--- src/hw/pcg_pkg.sv ---
// constants and types for the peripheral clock gating block
// assumes a 32-bit ahb-lite bus and one system clock
package pcg_pkg;

  // ----------------------------------------------------------------
  // address map
  // ----------------------------------------------------------------
  localparam logic [31:0] PCG_BASE = 32'h400F_E000;
  localparam logic [11:0] PCG_OFS_CAP0 = 12'h010;
  localparam logic [11:0] PCG_OFS_CAP1 = 12'h014;
  localparam logic [11:0] PCG_OFS_RUN_CFG = 12'h060;
  localparam logic [11:0] PCG_OFS_RUN0 = 12'h100;
  localparam logic [11:0] PCG_OFS_RUN1 = 12'h104;
  localparam logic [11:0] PCG_OFS_SLP0 = 12'h110;
  localparam logic [11:0] PCG_OFS_SLP1 = 12'h114;
  localparam logic [11:0] PCG_OFS_DSL0 = 12'h120;
  localparam logic [11:0] PCG_OFS_DSL1 = 12'h124;
  localparam logic [11:0] PCG_OFS_INT_STAT = 12'h130;
  localparam logic [11:0] PCG_OFS_INT_MASK = 12'h134;

  // ----------------------------------------------------------------
  // fields and reset values
  // ----------------------------------------------------------------
  localparam int PCG_BIT_CTRL_AREA_NET_UNIT0_GATE = 24;
  localparam int PCG_BIT_WDOG = 3;
  localparam int PCG_BIT_ACG = 27;
  localparam logic [31:0] PCG_IMPL_MASK0 = 32'h0100_0008;
  localparam logic [31:0] PCG_IMPL_MASK1 = 32'h0307_0011;
  localparam logic [31:0] PCG_CAP0_DEF = 32'h0100_709F;
  localparam logic [31:0] PCG_CAP1_DEF = 32'h0307_0011;
  localparam logic [31:0] PCG_GATE_RST = 32'h0000_0000;
  localparam int PCG_INT_W = 2;
  localparam int PCG_INT_FAULT = 0;
  localparam int PCG_INT_UNMAP = 1;
  localparam logic [PCG_INT_W-1:0] PCG_INT_RST = 2'h0;
  localparam int PCG_NSET = 6;
  localparam logic [1:0] PCG_HTRANS_NONSEQ = 2'h2;

  // ----------------------------------------------------------------
  // types
  // ----------------------------------------------------------------
  typedef enum logic [2:0] {
    PCG_MODE_RUN = 3'b001,
    PCG_MODE_SLEEP = 3'b010,
    PCG_MODE_DEEP = 3'b100
  } pcg_mode_e;

  typedef struct packed {
    logic valid;
    logic write;
    logic mapped;
    logic [11:0] ofs;
  } pcg_addr_s;

endpackage : pcg_pkg

--- src/hw/pcg_clock_gate.sv ---
// peripheral clock gating control with ahb-lite register slave
// assumes one clock, sleep requests from logic on the same clock
//
// How it works
// - a set gating bit drives its unit's clock enable high, a clear one holds it low.
// - an access to a unit whose clock enable is low is answered with a fault pulse.
// - all gating bits are zero after reset, so every gated unit starts unclocked.
// - each bank has a run set, a sleep set and a deep-sleep set of gating bits.
// - the sleep and deep-sleep sets apply only while the auto gating select bit is set.
// - in bank 0 bit 24 gates the can unit 0 and bit 3 the watchdog, both read-write.
// - bits naming no present unit never enable any clock.
// - bank 0 run, sleep and deep-sleep sets sit at offsets 0x100, 0x110 and 0x120.
// - all offsets are added to the system-control base 0x400F_E000.
// - bank 1 has its own three sets, its run set at offset 0x104.
// - capability words mask the gating bits so absent units stay at zero.
//
// Added by the designer: the AHB-Lite interface to the registers.
`timescale 1ns/100ps
module pcg_clock_gate #(
  parameter logic [31:0] CAP0 = pcg_pkg::PCG_CAP0_DEF,
  parameter logic [31:0] CAP1 = pcg_pkg::PCG_CAP1_DEF
) (
  input wire logic hclk,
  input wire logic hresetn,
  input wire logic clk_en,
  input wire logic hsel,
  input wire logic [31:0] haddr,
  input wire logic [1:0] htrans,
  input wire logic hwrite,
  input wire logic [2:0] hsize,
  input wire logic [31:0] hwdata,
  input wire logic hready,
  output logic hreadyout,
  output logic hresp,
  output logic [31:0] hrdata,
  input wire logic sleep_req,
  input wire logic deepsleep_req,
  input wire logic periph_req,
  input wire logic [5:0] periph_unit,
  output logic periph_fault,
  output logic [31:0] unit_clk_en0,
  output logic [31:0] unit_clk_en1,
  output logic irq
);
  import pcg_pkg::*;

  // ----------------------------------------------------------------
  // decode helpers
  // ----------------------------------------------------------------
  // index of gating set: set*2 + bank, or PCG_NSET when none
  function automatic logic [2:0] pcg_set_idx(input logic [11:0] ofs);
    logic [2:0] idx;
    idx = 3'(PCG_NSET);
    unique case (ofs)
      PCG_OFS_RUN0: idx = 3'd0;
      PCG_OFS_RUN1: idx = 3'd1;
      PCG_OFS_SLP0: idx = 3'd2;
      PCG_OFS_SLP1: idx = 3'd3;
      PCG_OFS_DSL0: idx = 3'd4;
      PCG_OFS_DSL1: idx = 3'd5;
      default: idx = 3'(PCG_NSET);
    endcase
    return idx;
  endfunction : pcg_set_idx

  // writable bits of a set: implemented and present in the part
  function automatic logic [31:0] pcg_wmask(input logic [2:0] idx);
    logic [31:0] m;
    m = idx[0] ? (PCG_IMPL_MASK1 & CAP1) : (PCG_IMPL_MASK0 & CAP0);
    return m;
  endfunction : pcg_wmask

  // ----------------------------------------------------------------
  // state
  // ----------------------------------------------------------------
  pcg_addr_s aph_ff;
  logic rd_wait_ff;
  logic hreadyout_ff;
  logic hresp_ff;
  logic [31:0] hrdata_ff;
  logic [31:0] gate_ff [PCG_NSET];
  logic acg_ff;
  logic [PCG_INT_W-1:0] int_stat_ff;
  logic [PCG_INT_W-1:0] int_mask_ff;
  logic irq_ff;
  pcg_mode_e mode_ff;
  pcg_mode_e nxt_mode;
  logic [31:0] en0_ff;
  logic [31:0] en1_ff;
  logic periph_fault_ff;

  logic take;
  logic wr_do;
  logic [2:0] wr_idx;
  logic [2:0] rd_idx;
  logic [PCG_INT_W-1:0] int_set;
  logic [PCG_INT_W-1:0] int_clr;
  logic [63:0] en_flat;
  logic [31:0] nxt_en0;
  logic [31:0] nxt_en1;
  logic [31:0] rd_val;

  assign take = hsel && hready && (htrans == PCG_HTRANS_NONSEQ);
  assign wr_do = aph_ff.valid && aph_ff.write && aph_ff.mapped;
  assign wr_idx = pcg_set_idx(aph_ff.ofs);
  assign rd_idx = pcg_set_idx(aph_ff.ofs);
  assign en_flat = {en1_ff, en0_ff};

  // ----------------------------------------------------------------
  // ahb-lite address phase
  // ----------------------------------------------------------------
  always_ff @(posedge hclk or negedge hresetn)
  begin
    if (!hresetn)
    begin
      aph_ff <= '0;
    end
    else if (clk_en)
    begin
      if (hready)
      begin
        aph_ff.valid <= take;
        aph_ff.write <= hwrite;
        aph_ff.mapped <= (haddr[31:12] == PCG_BASE[31:12]);
        aph_ff.ofs <= haddr[11:0];
      end
    end
  end

  // one wait state on reads so a preceding write is seen
  always_ff @(posedge hclk or negedge hresetn)
  begin
    if (!hresetn)
    begin
      hreadyout_ff <= 1'b1;
      rd_wait_ff <= 1'b0;
      hresp_ff <= 1'b0;
    end
    else if (clk_en)
    begin
      hresp_ff <= 1'b0;
      if (take && !hwrite)
      begin
        hreadyout_ff <= 1'b0;
        rd_wait_ff <= 1'b1;
      end
      else if (rd_wait_ff)
      begin
        hreadyout_ff <= 1'b1;
        rd_wait_ff <= 1'b0;
      end
    end
  end

  // ----------------------------------------------------------------
  // read mux
  // ----------------------------------------------------------------
  always_comb
  begin
    rd_val = 32'h0000_0000;
    if (aph_ff.mapped)
    begin
      if (rd_idx < 3'(PCG_NSET))
      begin
        rd_val = gate_ff[rd_idx];
      end
      else
      begin
        unique case (aph_ff.ofs)
          PCG_OFS_CAP0: rd_val = CAP0;
          PCG_OFS_CAP1: rd_val = CAP1;
          PCG_OFS_RUN_CFG: rd_val[PCG_BIT_ACG] = acg_ff;
          PCG_OFS_INT_STAT: rd_val[PCG_INT_W-1:0] = int_stat_ff;
          PCG_OFS_INT_MASK: rd_val[PCG_INT_W-1:0] = int_mask_ff;
          default: rd_val = 32'h0000_0000;
        endcase
      end
    end
  end

  always_ff @(posedge hclk or negedge hresetn)
  begin
    if (!hresetn)
    begin
      hrdata_ff <= 32'h0000_0000;
    end
    else if (clk_en)
    begin
      if (rd_wait_ff)
      begin
        hrdata_ff <= rd_val;
      end
    end
  end

  // ----------------------------------------------------------------
  // gating sets
  // ----------------------------------------------------------------
  // reserved and absent bits are never stored
  always_ff @(posedge hclk or negedge hresetn)
  begin
    if (!hresetn)
    begin
      for (int i = 0; i < PCG_NSET; i++)
      begin
        gate_ff[i] <= PCG_GATE_RST;
      end
    end
    else if (clk_en)
    begin
      if (wr_do && (wr_idx < 3'(PCG_NSET)))
      begin
        gate_ff[wr_idx] <= hwdata & pcg_wmask(wr_idx);
      end
    end
  end

  // auto clock gating select
  always_ff @(posedge hclk or negedge hresetn)
  begin
    if (!hresetn)
    begin
      acg_ff <= 1'b0;
    end
    else if (clk_en)
    begin
      if (wr_do && (aph_ff.ofs == PCG_OFS_RUN_CFG))
      begin
        acg_ff <= hwdata[PCG_BIT_ACG];
      end
    end
  end

  // ----------------------------------------------------------------
  // operating mode and clock enables
  // ----------------------------------------------------------------
  always_comb
  begin
    if (deepsleep_req)
    begin
      nxt_mode = PCG_MODE_DEEP;
    end
    else if (sleep_req)
    begin
      nxt_mode = PCG_MODE_SLEEP;
    end
    else
    begin
      nxt_mode = PCG_MODE_RUN;
    end
  end

  always_comb
  begin
    nxt_en0 = gate_ff[0];
    nxt_en1 = gate_ff[1];
    if (acg_ff)
    begin
      unique case (mode_ff)
        PCG_MODE_RUN:
        begin
          nxt_en0 = gate_ff[0];
          nxt_en1 = gate_ff[1];
        end
        PCG_MODE_SLEEP:
        begin
          nxt_en0 = gate_ff[2];
          nxt_en1 = gate_ff[3];
        end
        PCG_MODE_DEEP:
        begin
          nxt_en0 = gate_ff[4];
          nxt_en1 = gate_ff[5];
        end
        default:
        begin
          nxt_en0 = gate_ff[0];
          nxt_en1 = gate_ff[1];
        end
      endcase
    end
  end

  always_ff @(posedge hclk or negedge hresetn)
  begin
    if (!hresetn)
    begin
      mode_ff <= PCG_MODE_RUN;
      en0_ff <= PCG_GATE_RST;
      en1_ff <= PCG_GATE_RST;
    end
    else if (clk_en)
    begin
      mode_ff <= nxt_mode;
      en0_ff <= nxt_en0 & PCG_IMPL_MASK0 & CAP0;
      en1_ff <= nxt_en1 & PCG_IMPL_MASK1 & CAP1;
    end
  end

  // ----------------------------------------------------------------
  // access check for gated units
  // ----------------------------------------------------------------
  always_ff @(posedge hclk or negedge hresetn)
  begin
    if (!hresetn)
    begin
      periph_fault_ff <= 1'b0;
    end
    else if (clk_en)
    begin
      periph_fault_ff <= periph_req && !en_flat[periph_unit];
    end
  end

  // ----------------------------------------------------------------
  // interrupt status and mask
  // ----------------------------------------------------------------
  always_comb
  begin
    int_set = '0;
    int_set[PCG_INT_FAULT] = periph_req && !en_flat[periph_unit];
    int_set[PCG_INT_UNMAP] = take && !(haddr[31:12] == PCG_BASE[31:12]);
    int_clr = '0;
    if (wr_do && (aph_ff.ofs == PCG_OFS_INT_STAT))
    begin
      int_clr = hwdata[PCG_INT_W-1:0];
    end
  end

  always_ff @(posedge hclk or negedge hresetn)
  begin
    if (!hresetn)
    begin
      int_stat_ff <= PCG_INT_RST;
      int_mask_ff <= PCG_INT_RST;
      irq_ff <= 1'b0;
    end
    else if (clk_en)
    begin
      int_stat_ff <= (int_stat_ff & ~int_clr) | int_set;
      if (wr_do && (aph_ff.ofs == PCG_OFS_INT_MASK))
      begin
        int_mask_ff <= hwdata[PCG_INT_W-1:0];
      end
      irq_ff <= |(((int_stat_ff & ~int_clr) | int_set) & int_mask_ff);
    end
  end

  // ----------------------------------------------------------------
  // outputs
  // ----------------------------------------------------------------
  assign hreadyout = hreadyout_ff;
  assign hresp = hresp_ff;
  assign hrdata = hrdata_ff;
  assign periph_fault = periph_fault_ff;
  assign unit_clk_en0 = en0_ff;
  assign unit_clk_en1 = en1_ff;
  assign irq = irq_ff;

endmodule : pcg_clock_gate

--- config.mk ---
export PLATFORM = sky130hd
export DESIGN_NAME = pcg_clock_gate
export DESIGN_NICKNAME = d
export VERILOG_FILES = /design/src/hw/pcg_pkg.sv /design/src/hw/pcg_clock_gate.sv
export SDC_FILE = /design/constraint.sdc
export NUM_CORES = 1
export LEC_CHECK = 0
export BUFFER_PORTS_ARGS = -buffer_cell sky130_fd_sc_hd__buf_2
export CORE_ASPECT_RATIO = 0.7
export CORE_UTILIZATION = 54
export CTS_CLUSTER_SIZE = 28
export DETAILED_ROUTE_END_ITERATION = 8
export PLACE_DENSITY = 0.85
export SYNTH_ARGS = -nofsm -noshare
export SYNTH_HDL_FRONTEND = slang
export SYNTH_SLANG_ARGS = --single-unit
--- constraint.sdc ---
create_clock -name hclk -period 5.7 [get_ports hclk]
set_input_delay 0.855 -clock hclk [delete_from_list [all_inputs] [get_ports hclk]]
set_output_delay 0.855 -clock hclk [all_outputs]
set_load 0.02 [all_outputs]
-- Word level (Yosys, flattened, before mapping)
Cells that the tools add are included.
- magnitude comparators: 4
- equal/unequal tests: 15
- mux-type cells: 25
- bitwise gates (word level): 6
- reductions and logical operators: 23
- operators by type and width (cell ; number):
    192-bit bitwise mux ; 1
    32-bit two-way mux ; 5
    32-bit binary-select mux with 3-bit select ; 1
    32-bit demux with 3-bit select ; 1
    12-bit by 9-bit equality test with 1-bit output, second input constant ; 8
    26-bit two-way mux ; 2
    26-bit one-hot mux with 2 select lines ; 1
    25-bit one-hot mux with 2 select lines ; 1
    24-bit one-hot mux with 2 select lines ; 1
    32-bit by 26-bit bitwise AND with 32-bit output ; 1
    25-bit two-way mux ; 1
    12-bit by 5-bit equality test with 1-bit output, second input constant ; 2
    20-bit by 19-bit equality test with 1-bit output, second input constant ; 1
    3-bit one-hot mux with 6 select lines ; 1
    12-bit by 7-bit equality test with 1-bit output, second input constant ; 1
    1-bit logical AND ; 12
    2-bit AND reduction ; 6
    2-bit one-hot mux with 4 select lines ; 1
    6-bit by 7-bit less-than comparator with 1-bit output, second input constant ; 1
    1-bit binary-select mux with 6-bit select ; 1
    1-bit two-way mux ; 5
    2-bit bitwise AND ; 2
    4-bit greater-or-equal comparator, second input constant ; 1
    4-bit by 1-bit less-than comparator with 1-bit output, second input constant ; 1
    other kinds (12) ; 15
- register bits after elaboration: 260
- bits of input ports: 84
- output and inout bits: 100
- word-level logic and storage cells: 94

-- Depth between registers and ports, before layout
Gate-level depths: netlist of run 1.
- depth in word-level cells: 9
- mapped depth: 8
- depth with buffers taken out: 5

-- Least setup slack after synthesis of run 1
OpenSTA, ideal clock, no wires.
- path type: register to register
- start: register aph_ff[9] (netlist bit)
- end: register gate_ff[128] (netlist bit)
- data arrival time: 2.312 ns
- data required time: 5.575 ns
- slack: 3.263 ns
- stages on the path, launching flop included: 6
- period minus slack after synthesis: 2.437 ns
- cell sequence: dfrtp_1 or4b_4 or4_4 buf_6 nor4_4 mux2_2
- word-level cells in the longest chain between the ends: 8
- elaborated cells on any way between the ends: 19
- RTL lines (item ; line ; text):
    from (decl) ; pcg_clock_gate.sv:76 ; pcg_addr_s aph_ff;
    12-bit by 9-bit equality test with 1-bit output ; pcg_clock_gate.sv:54 ; unique case (ofs)
    3-bit one-hot mux with 6 select lines * ; pcg_clock_gate.sv:54 ;
    3-bit NOT with 4-bit output (implied by the code) ; pcg_clock_gate.sv:213 ; gate_ff[wr_idx] <= hwdata & pcg_wmask(wr_idx);
    4-bit greater-or-equal comparator (implied by the code) or 4-bit by 1-bit less-than comparator with 1-bit output (tied branches) ; pcg_clock_gate.sv:213 ;
    1-bit logical AND (implied by the code) ; pcg_clock_gate.sv:213 ;
    32-bit two-way mux (implied by the code) ; pcg_clock_gate.sv:213 ;
    32-bit demux with 3-bit select ; pcg_clock_gate.sv:213 ;
    192-bit bitwise mux ; pcg_clock_gate.sv:213 ;
    to (signal, indexed assignment) ; pcg_clock_gate.sv:213 ;
    to (decl) ; pcg_clock_gate.sv:81 ; logic [31:0] gate_ff [PCG_NSET];
Mark *: on every way between the ends. The rest lies on a longest branch, timed or not.
A chain may end at the register's enable or synchronous reset.

-- Final worst setup path of run 1
- start: register aph_ff[4] (netlist bit)
- end: register gate_ff[145] (netlist bit)
Same word-level chain as after synthesis.

==> results of run 1 <==
==> power by group through the flow <==
stage,logic (W),clock network (W),registers [W]
floorplan,0.000151,0,0.000737
global placement,0.000167,0,0.000743
detailed placement,0.000171,0,0.000745
CTS,0.000172,0.000613,0.000732
global route,0.000190,0.000648,0.000737
finish,0.000173,0.000604,0.000733
==> cell usage in the layout (no fill, tap or decap), drive strengths merged, types with 2 or more instances in the layout <==
cell      n
nor4      8
nor2b     8
a31oi     2
and3      6
o22ai     2
nand2    28
a32o      3
a22o      9
conb     73
o21a      2
mux2i    16
nor2     35
a21boi    2
o21ai    12
dfrtp    93
a221oi    9
inv       9
mux2     48
clkbuf   10
nor3b     3
nand4    10
or3       4
a211oi    2
nor3      7
nand3    14
or4       5
and2     16
o2bb2ai   2
a31o      2
or4b      2
and4      2
dfstp     2
a21oi     7
a21o      2
buf      87
==> worst paths after layout <==
| check | slack, ns | to | depth (start not counted) |
|---|---|---|---|
| max in group asynchronous | 4.13 | gate_ff[184] | 2 |
| worst min register to register | 0.48 | gate_ff[32] | 1 |
| worst max-delay path | 2.48 | gate_ff[145] | 4 |
| min in group hclk | 0.48 | gate_ff[32] | 1 |
| worst min-delay path | 0.43 | aph_ff[5] | 1 |
| worst max register to register | 2.48 | gate_ff[145] | 4 |
==> layout make-up <==
| class | instances | area [sq um] |
|---|---|---|
| clock inverter | 6 | 68.8 |
| inverter | 6 | 22.5 |
| clock buffer | 10 | 229 |
| fill | 738 | 3490 |
| tap | 124 | 155 |
| multi-input combinational | 359 | 2350 |
| timing repair buffer | 87 | 443 |
| sequential | 95 | 2380 |
==> layer usage <==
metal / track usage [%] / share of wire, %
met1: 36.6 / 46
met2: 36.1 / 45
met3: 5.67 / 8.6
met4: 6.67 / 0.93
met5: 0 / 0
==> sequential cells by signal (all words and copies together) (netlist names) <==
register / flops
acg_ff: 1
hrdata: 11
aph_ff: 15
unit_clk_en1: 7
rd_wait_ff: 1
gate_ff: 48
hreadyout: 1
unit_clk_en0: 2
periph_fault: 1
irq: 1
int_mask_ff: 2
mode_ff: 3
int_stat_ff: 2
==> stage by stage <==
step	hold slack [ns]	power [W]
3_3_place_gp	0.465	0.000910
2_1_floorplan	0.447	0.000888
4_1_cts	0.443	0.00152
5_1_grt	0.453	0.00157
6_report	0.429	0.00151
3_5_place_dp	0.467	0.000916
==> kinds of logic (layout without fill, tap and decap cells) <==
kind of cell | Yosys count | after routing | share of synthesized area [%]
other | 1 | 73 | 0.0730
and+or+nand+nor | 154 | 154 | 16.6
DFF | 95 | 95 | 46.3
buffers and inverters | 100 | 109 | 13.1
muxes | 65 | 65 | 14.1
AOI/OAI and AO/OA | 67 | 67 | 9.77
==> results.cfg, run 1 <==
[global_route]
number_of_global_route_vias_before_repair = 3513
grt_usage_pct = 24.6
wire_length_of_the_first_global_routing_pass_um = 18800
grt_overflow = 0
antenna_found_initial = 0
grt_start_max_net_pins = 64

[power_and_ir_drop]
internal_power_w = 0.00110
share_comb_of_total_power_pct = 11.5
seq_power_share_pct = 48.5
p_sw_share_pct = 27.3
p_leak_nw = 2.87
share_clk_of_total_power_pct = 40.0
power.ir.vdd_worst_mv = 0.151
pwr_density_cell_nw_per_um2 = 267
power.switching_w = 0.000412

[layout]
diodes_inserted = 0
layout_cells_sized_above_1_pct = 28.8
final_net_count = 642
instances_no_fill = 687
syn_to_final_growth_pct = 10.0
post-route-cell-area_sq_um = 5650
layout.core_utilization_pct = 61.8

[critical_path]
critPathBufInv = 0
setup.worst_path.end_class = register
critical_path.slowest_cell = nor4_4
timing.critical_path.cells = a21boi_0 -> nand4_1 -> nor4_4 -> mux2_2
worst_setup_path_startpoint = aph_ff[4]
worst_ep_required_time_ns = 5.92
regToRegStartpoint = aph_ff[4]
crit_arrival_ns = 3.44
critical_path.top_delay_family = simple AND/OR/NAND/NOR gates
critical_path.max_stage_delay_ns = 0.77
timing.critical_path.fanout_max = 15
critical_path_class = register to register
crit_path_start_kind = register

[timing]
report.final.hold_viol_count = 0
layout_worst_path_cycle_share_pct = 56.4
fmax_mhz = 311
tightest_slew_ns = 1.25
layout_min_cycle_time_ns = 3.22
max_slew_margin_pct = 16.2
setup_total_neg_slack_ns = 0
timing.final.setup_violations = 0
unrepaired_setup_endpoints_after_global_routing = no
fin_worst_skew_ns = 0.0118
layout_setup_ws_ns = 2.48
maxSlewViolCount = 0

[cts]
cts_inserted_buffers = 9
cts-resized-gates = 0
clockBufferDepth = 2
clk_root_buf = clkbuf_16
tritoncts_clock_tree = yes
cts-htree-levels = 3
cts_num_sinks = 95
insertion_delay_ns = 0.35
post_cts_buffers = 0
ctsHoldBuffers = 0
clkTransAtPathRegs_ns = 0.07

[yosys]
synth_async_sr_flop_share_pct = 100
synth.most_common_cell = dfrtp_1
ys_warn_count = 0
synth_cell_type_count = 61
synthFlopType = dfrtp_1
synth-edff-count = 0
yosys-top-cells-area = dfrtp_1 (45%), buf_4 (11%), mux2_2 (11%)
mappedNetlistArea_sq_um = 5130
synthCells = 482
synthTopCellsByCount = dfrtp_1 (93), buf_4 (77), mux2_2 (48)
synth-seq-cells = 95
post_synth.cell_area_avg_sq_um = 10.7
yosysTopAreaCell = dfrtp_1
netlist.area_leader.share_pct = 45.3
seq_area_frac_synth_pct = 46.3

[floorplan]
die_span_in_x_um = 119
number_of_rows_in_the_core_area = 29
start_util_pct = 56.2
die_h_um = 83.6
ios = 184
floorplan.core_area_sq_um = 9140
die_area_sq_um = 9910

[detailed_routing]
route.antenna.remaining_nets = 0
detail_route.wl_per_cell_um = 17.2
vias = 3847
viasPerCell = 5.60
drc_errors = 0
detail_route.first_pass.iterations = 5
wirelength_um = 11800
drtIter0Drc = 544

[placement]
post-dp-hpwl_um = 8510
placement.cell_area_sq_um = 5350
gp_routability_congestion = 0.861
numPortBuffers = 85
placed_cells = 671
dp_slack_ns = 2.64

[run]
maxCapViolCount = 0

[outcome]
status = finished, final reports clean

[worst_hold_path]
hold_path_class = input pin to asynchronous set/reset pin
(Power assumes the default switching activity.)
==> inputs of run 2 (changes only) <==
--- a/config.mk
+++ b/config.mk
@@ -7,10 +7,10 @@
 export LEC_CHECK = 0
 export BUFFER_PORTS_ARGS = -buffer_cell sky130_fd_sc_hd__buf_2
 export CORE_ASPECT_RATIO = 0.7
-export CORE_UTILIZATION = 54
+export CORE_UTILIZATION = 50
 export CTS_CLUSTER_SIZE = 28
 export DETAILED_ROUTE_END_ITERATION = 8
-export PLACE_DENSITY = 0.85
+export PLACE_DENSITY = 0.79
 export SYNTH_ARGS = -nofsm -noshare
 export SYNTH_HDL_FRONTEND = slang
 export SYNTH_SLANG_ARGS = --single-unit
==> constraint.sdc (replaced) <==
create_clock -name hclk -period 3.17 [get_ports hclk]
set_input_delay 0.4755 -clock hclk [delete_from_list [all_inputs] [get_ports hclk]]
set_output_delay 0.4755 -clock hclk [all_outputs]
set_load 0.02 [all_outputs]
==> run 2 against run 1 <==
Compared with the run above: first-iteration DRC count down 35%; clock power grew 87%; register-to-register slack got worse by 2.0 ns; global-route usage decreased by 0.62 points; power increased by 83%.
==> results.cfg, run 2 (synthesis results as in run 1) <==
[layout]
commonest_cells_after_routing_fill_and_taps_aside = dfrtp_1 (93), buf_2 (84), conb_1 (73)
final_net_count = 653
most_common_library_cell_in_the_layout_ignoring_fill_and_taps = dfrtp_1
instances_no_fill = 702
syn_to_final_growth_pct = 12.1
num-fill-cells = 834
largest_register_ffs = 48
layout_cells_sized_above_1_pct = 30.3
diodes_inserted = 0
largest_register = gate_ff

[global_route]
antenna_found_initial = 0
wire_length_of_the_first_global_routing_pass_um = 18900
grt_usage_pct = 24.0
grt_start_max_net_pins = 53
grt_overflow = 0
number_of_global_route_vias_before_repair = 3632

[cts]
cts_num_sinks = 95
insertion_delay_ns = 0.35
cts-resized-gates = 0
tritoncts_clock_tree = yes
clockBufferDepth = 2
clk_root_buf = clkbuf_16
cts-htree-levels = 3
clkTransAtPathRegs_ns = 0.07
post_cts_buffers = 0
ctsHoldBuffers = 0
cts_inserted_buffers = 9

[timing]
layout_worst_path_cycle_share_pct = 86.2
unrepaired_setup_endpoints_after_global_routing = no
max_slew_margin_pct = 51.7
fmax_mhz = 366
setup_total_neg_slack_ns = 0
report.final.hold_viol_count = 0
maxSlewViolCount = 0
tightest_slew_ns = 0.719
layout_min_cycle_time_ns = 2.73
fin_worst_skew_ns = 0.0109
timing.final.setup_violations = 0

[critical_path]
setup.worst_path.end_class = register
critical_path_class = register to register
critical_path.max_stage_delay_ns = 0.61
crit_arrival_ns = 2.97
crit_path_start_kind = register
regToRegStartpoint = aph_ff[2]
timing.critical_path.cells = a21boi_0 -> and4_1 -> nand3_1 -> mux2_2
critical_path.slowest_cell = a21boi_0
timing.critical_path.fanout_max = 12
worst_setup_path_startpoint = aph_ff[2]
worst_ep_required_time_ns = 3.41

[detailed_routing]
detail_route.first_pass.iterations = 5
drtIter0Drc = 352
viasPerCell = 5.53
drc_errors = 0
wirelength_um = 12300
detail_route.wl_per_cell_um = 17.5
vias = 3881
route.antenna.remaining_nets = 0

[placement]
post-dp-hpwl_um = 9150
numPortBuffers = 85
placed_cells = 686
gp_routability_congestion = 0.876

[floorplan]
die_span_in_x_um = 123
die_area_sq_um = 10700
start_util_pct = 52.2
ios = 184
number_of_rows_in_the_core_area = 30
floorplan.core_area_sq_um = 9830
die_h_um = 86.8

[worst_hold_path]
hold_path_class = input pin to asynchronous set/reset pin

[power_and_ir_drop]
p_leak_nw = 2.93
pwr_density_cell_nw_per_um2 = 481
power.ir.vdd_worst_mv = 0.272

[outcome]
status = finished, final reports clean

[run]
maxCapViolCount = 0
## run 2: cell count changes in the layout (fill, tap and decap cells not counted), sizes merged
cell    before  now
buf         87   98
clkbuf      10   12
inv          9    7
## run 2: layout make-up
| type | count | area, sq um | share of cell area, % |
|---|---|---|---|
| clock inverter | 4 | 51.3 | 0.891 |
| sequential | 95 | 2380 | 41.3 |
| tap | 128 | 160 | 2.78 |
| clock buffer | 12 | 267 | 4.63 |
| timing repair buffer | 98 | 526 | 9.13 |
| inverter | 6 | 22.5 | 0.391 |
| multi-input combinational | 359 | 2350 | 40.9 |
## run 2: where the power goes
part | total (W) | leakage [nW] | internal [W] | switching, W
combinational | 0.000331 | 1.51 | 0.000105 | 0.000226
clock | 0.00113 | 0.155 | 0.000677 | 0.000452
sequential | 0.00131 | 1.26 | 0.00126 | 0.0000509
total | 0.00277 | 2.93 | 0.00204 | 0.000729
## run 2: path summary, 6_finish.rpt
path / endpoint / slack (ns) / cells past startpoint
max: gate_ff[25] / 0.44 / 4
max in group asynchronous: hreadyout / 2.21 / 2
min in group hclk: mode_ff[0] / 0.29 / 2
min reg2reg: gate_ff[114] / 0.48 / 1
min: aph_ff[0] / 0.17 / 1
max reg2reg: gate_ff[25] / 0.44 / 4
## run 2: worst max-delay path, delay by kind of cell, from the launching register on
kind | cells | cell delay [ns]
muxes | 1 | 0.41
AOI/OAI and AO/OA | 1 | 0.61
and+or+nand+nor | 2 | 0.99
DFF | 1 | 0.60
## run 2: routing by layer
metal	track usage [%]	routed length, um	part of all wire (%)
met4	7.45	123	1.0
met5	0	0	0
met1	33.5	5550	45
met2	36.7	5550	45
met3	6.25	1030	8.4
## run 2: metrics by stage
stage               hold slack, ns  setup slack (ns)  util (%)  total power [W]  cell area, sq um
floorplan                    0.180             0.733         -          0.00160              5410
global placement             0.464             0.543      55.3          0.00165              5440
detailed placement           0.466             0.464      55.3          0.00166              5440
CTS                          0.181             0.457      58.5          0.00279              5760
global route                 0.210             0.305      58.5          0.00288              5760
finish                       0.168             0.436      58.5          0.00277              5760
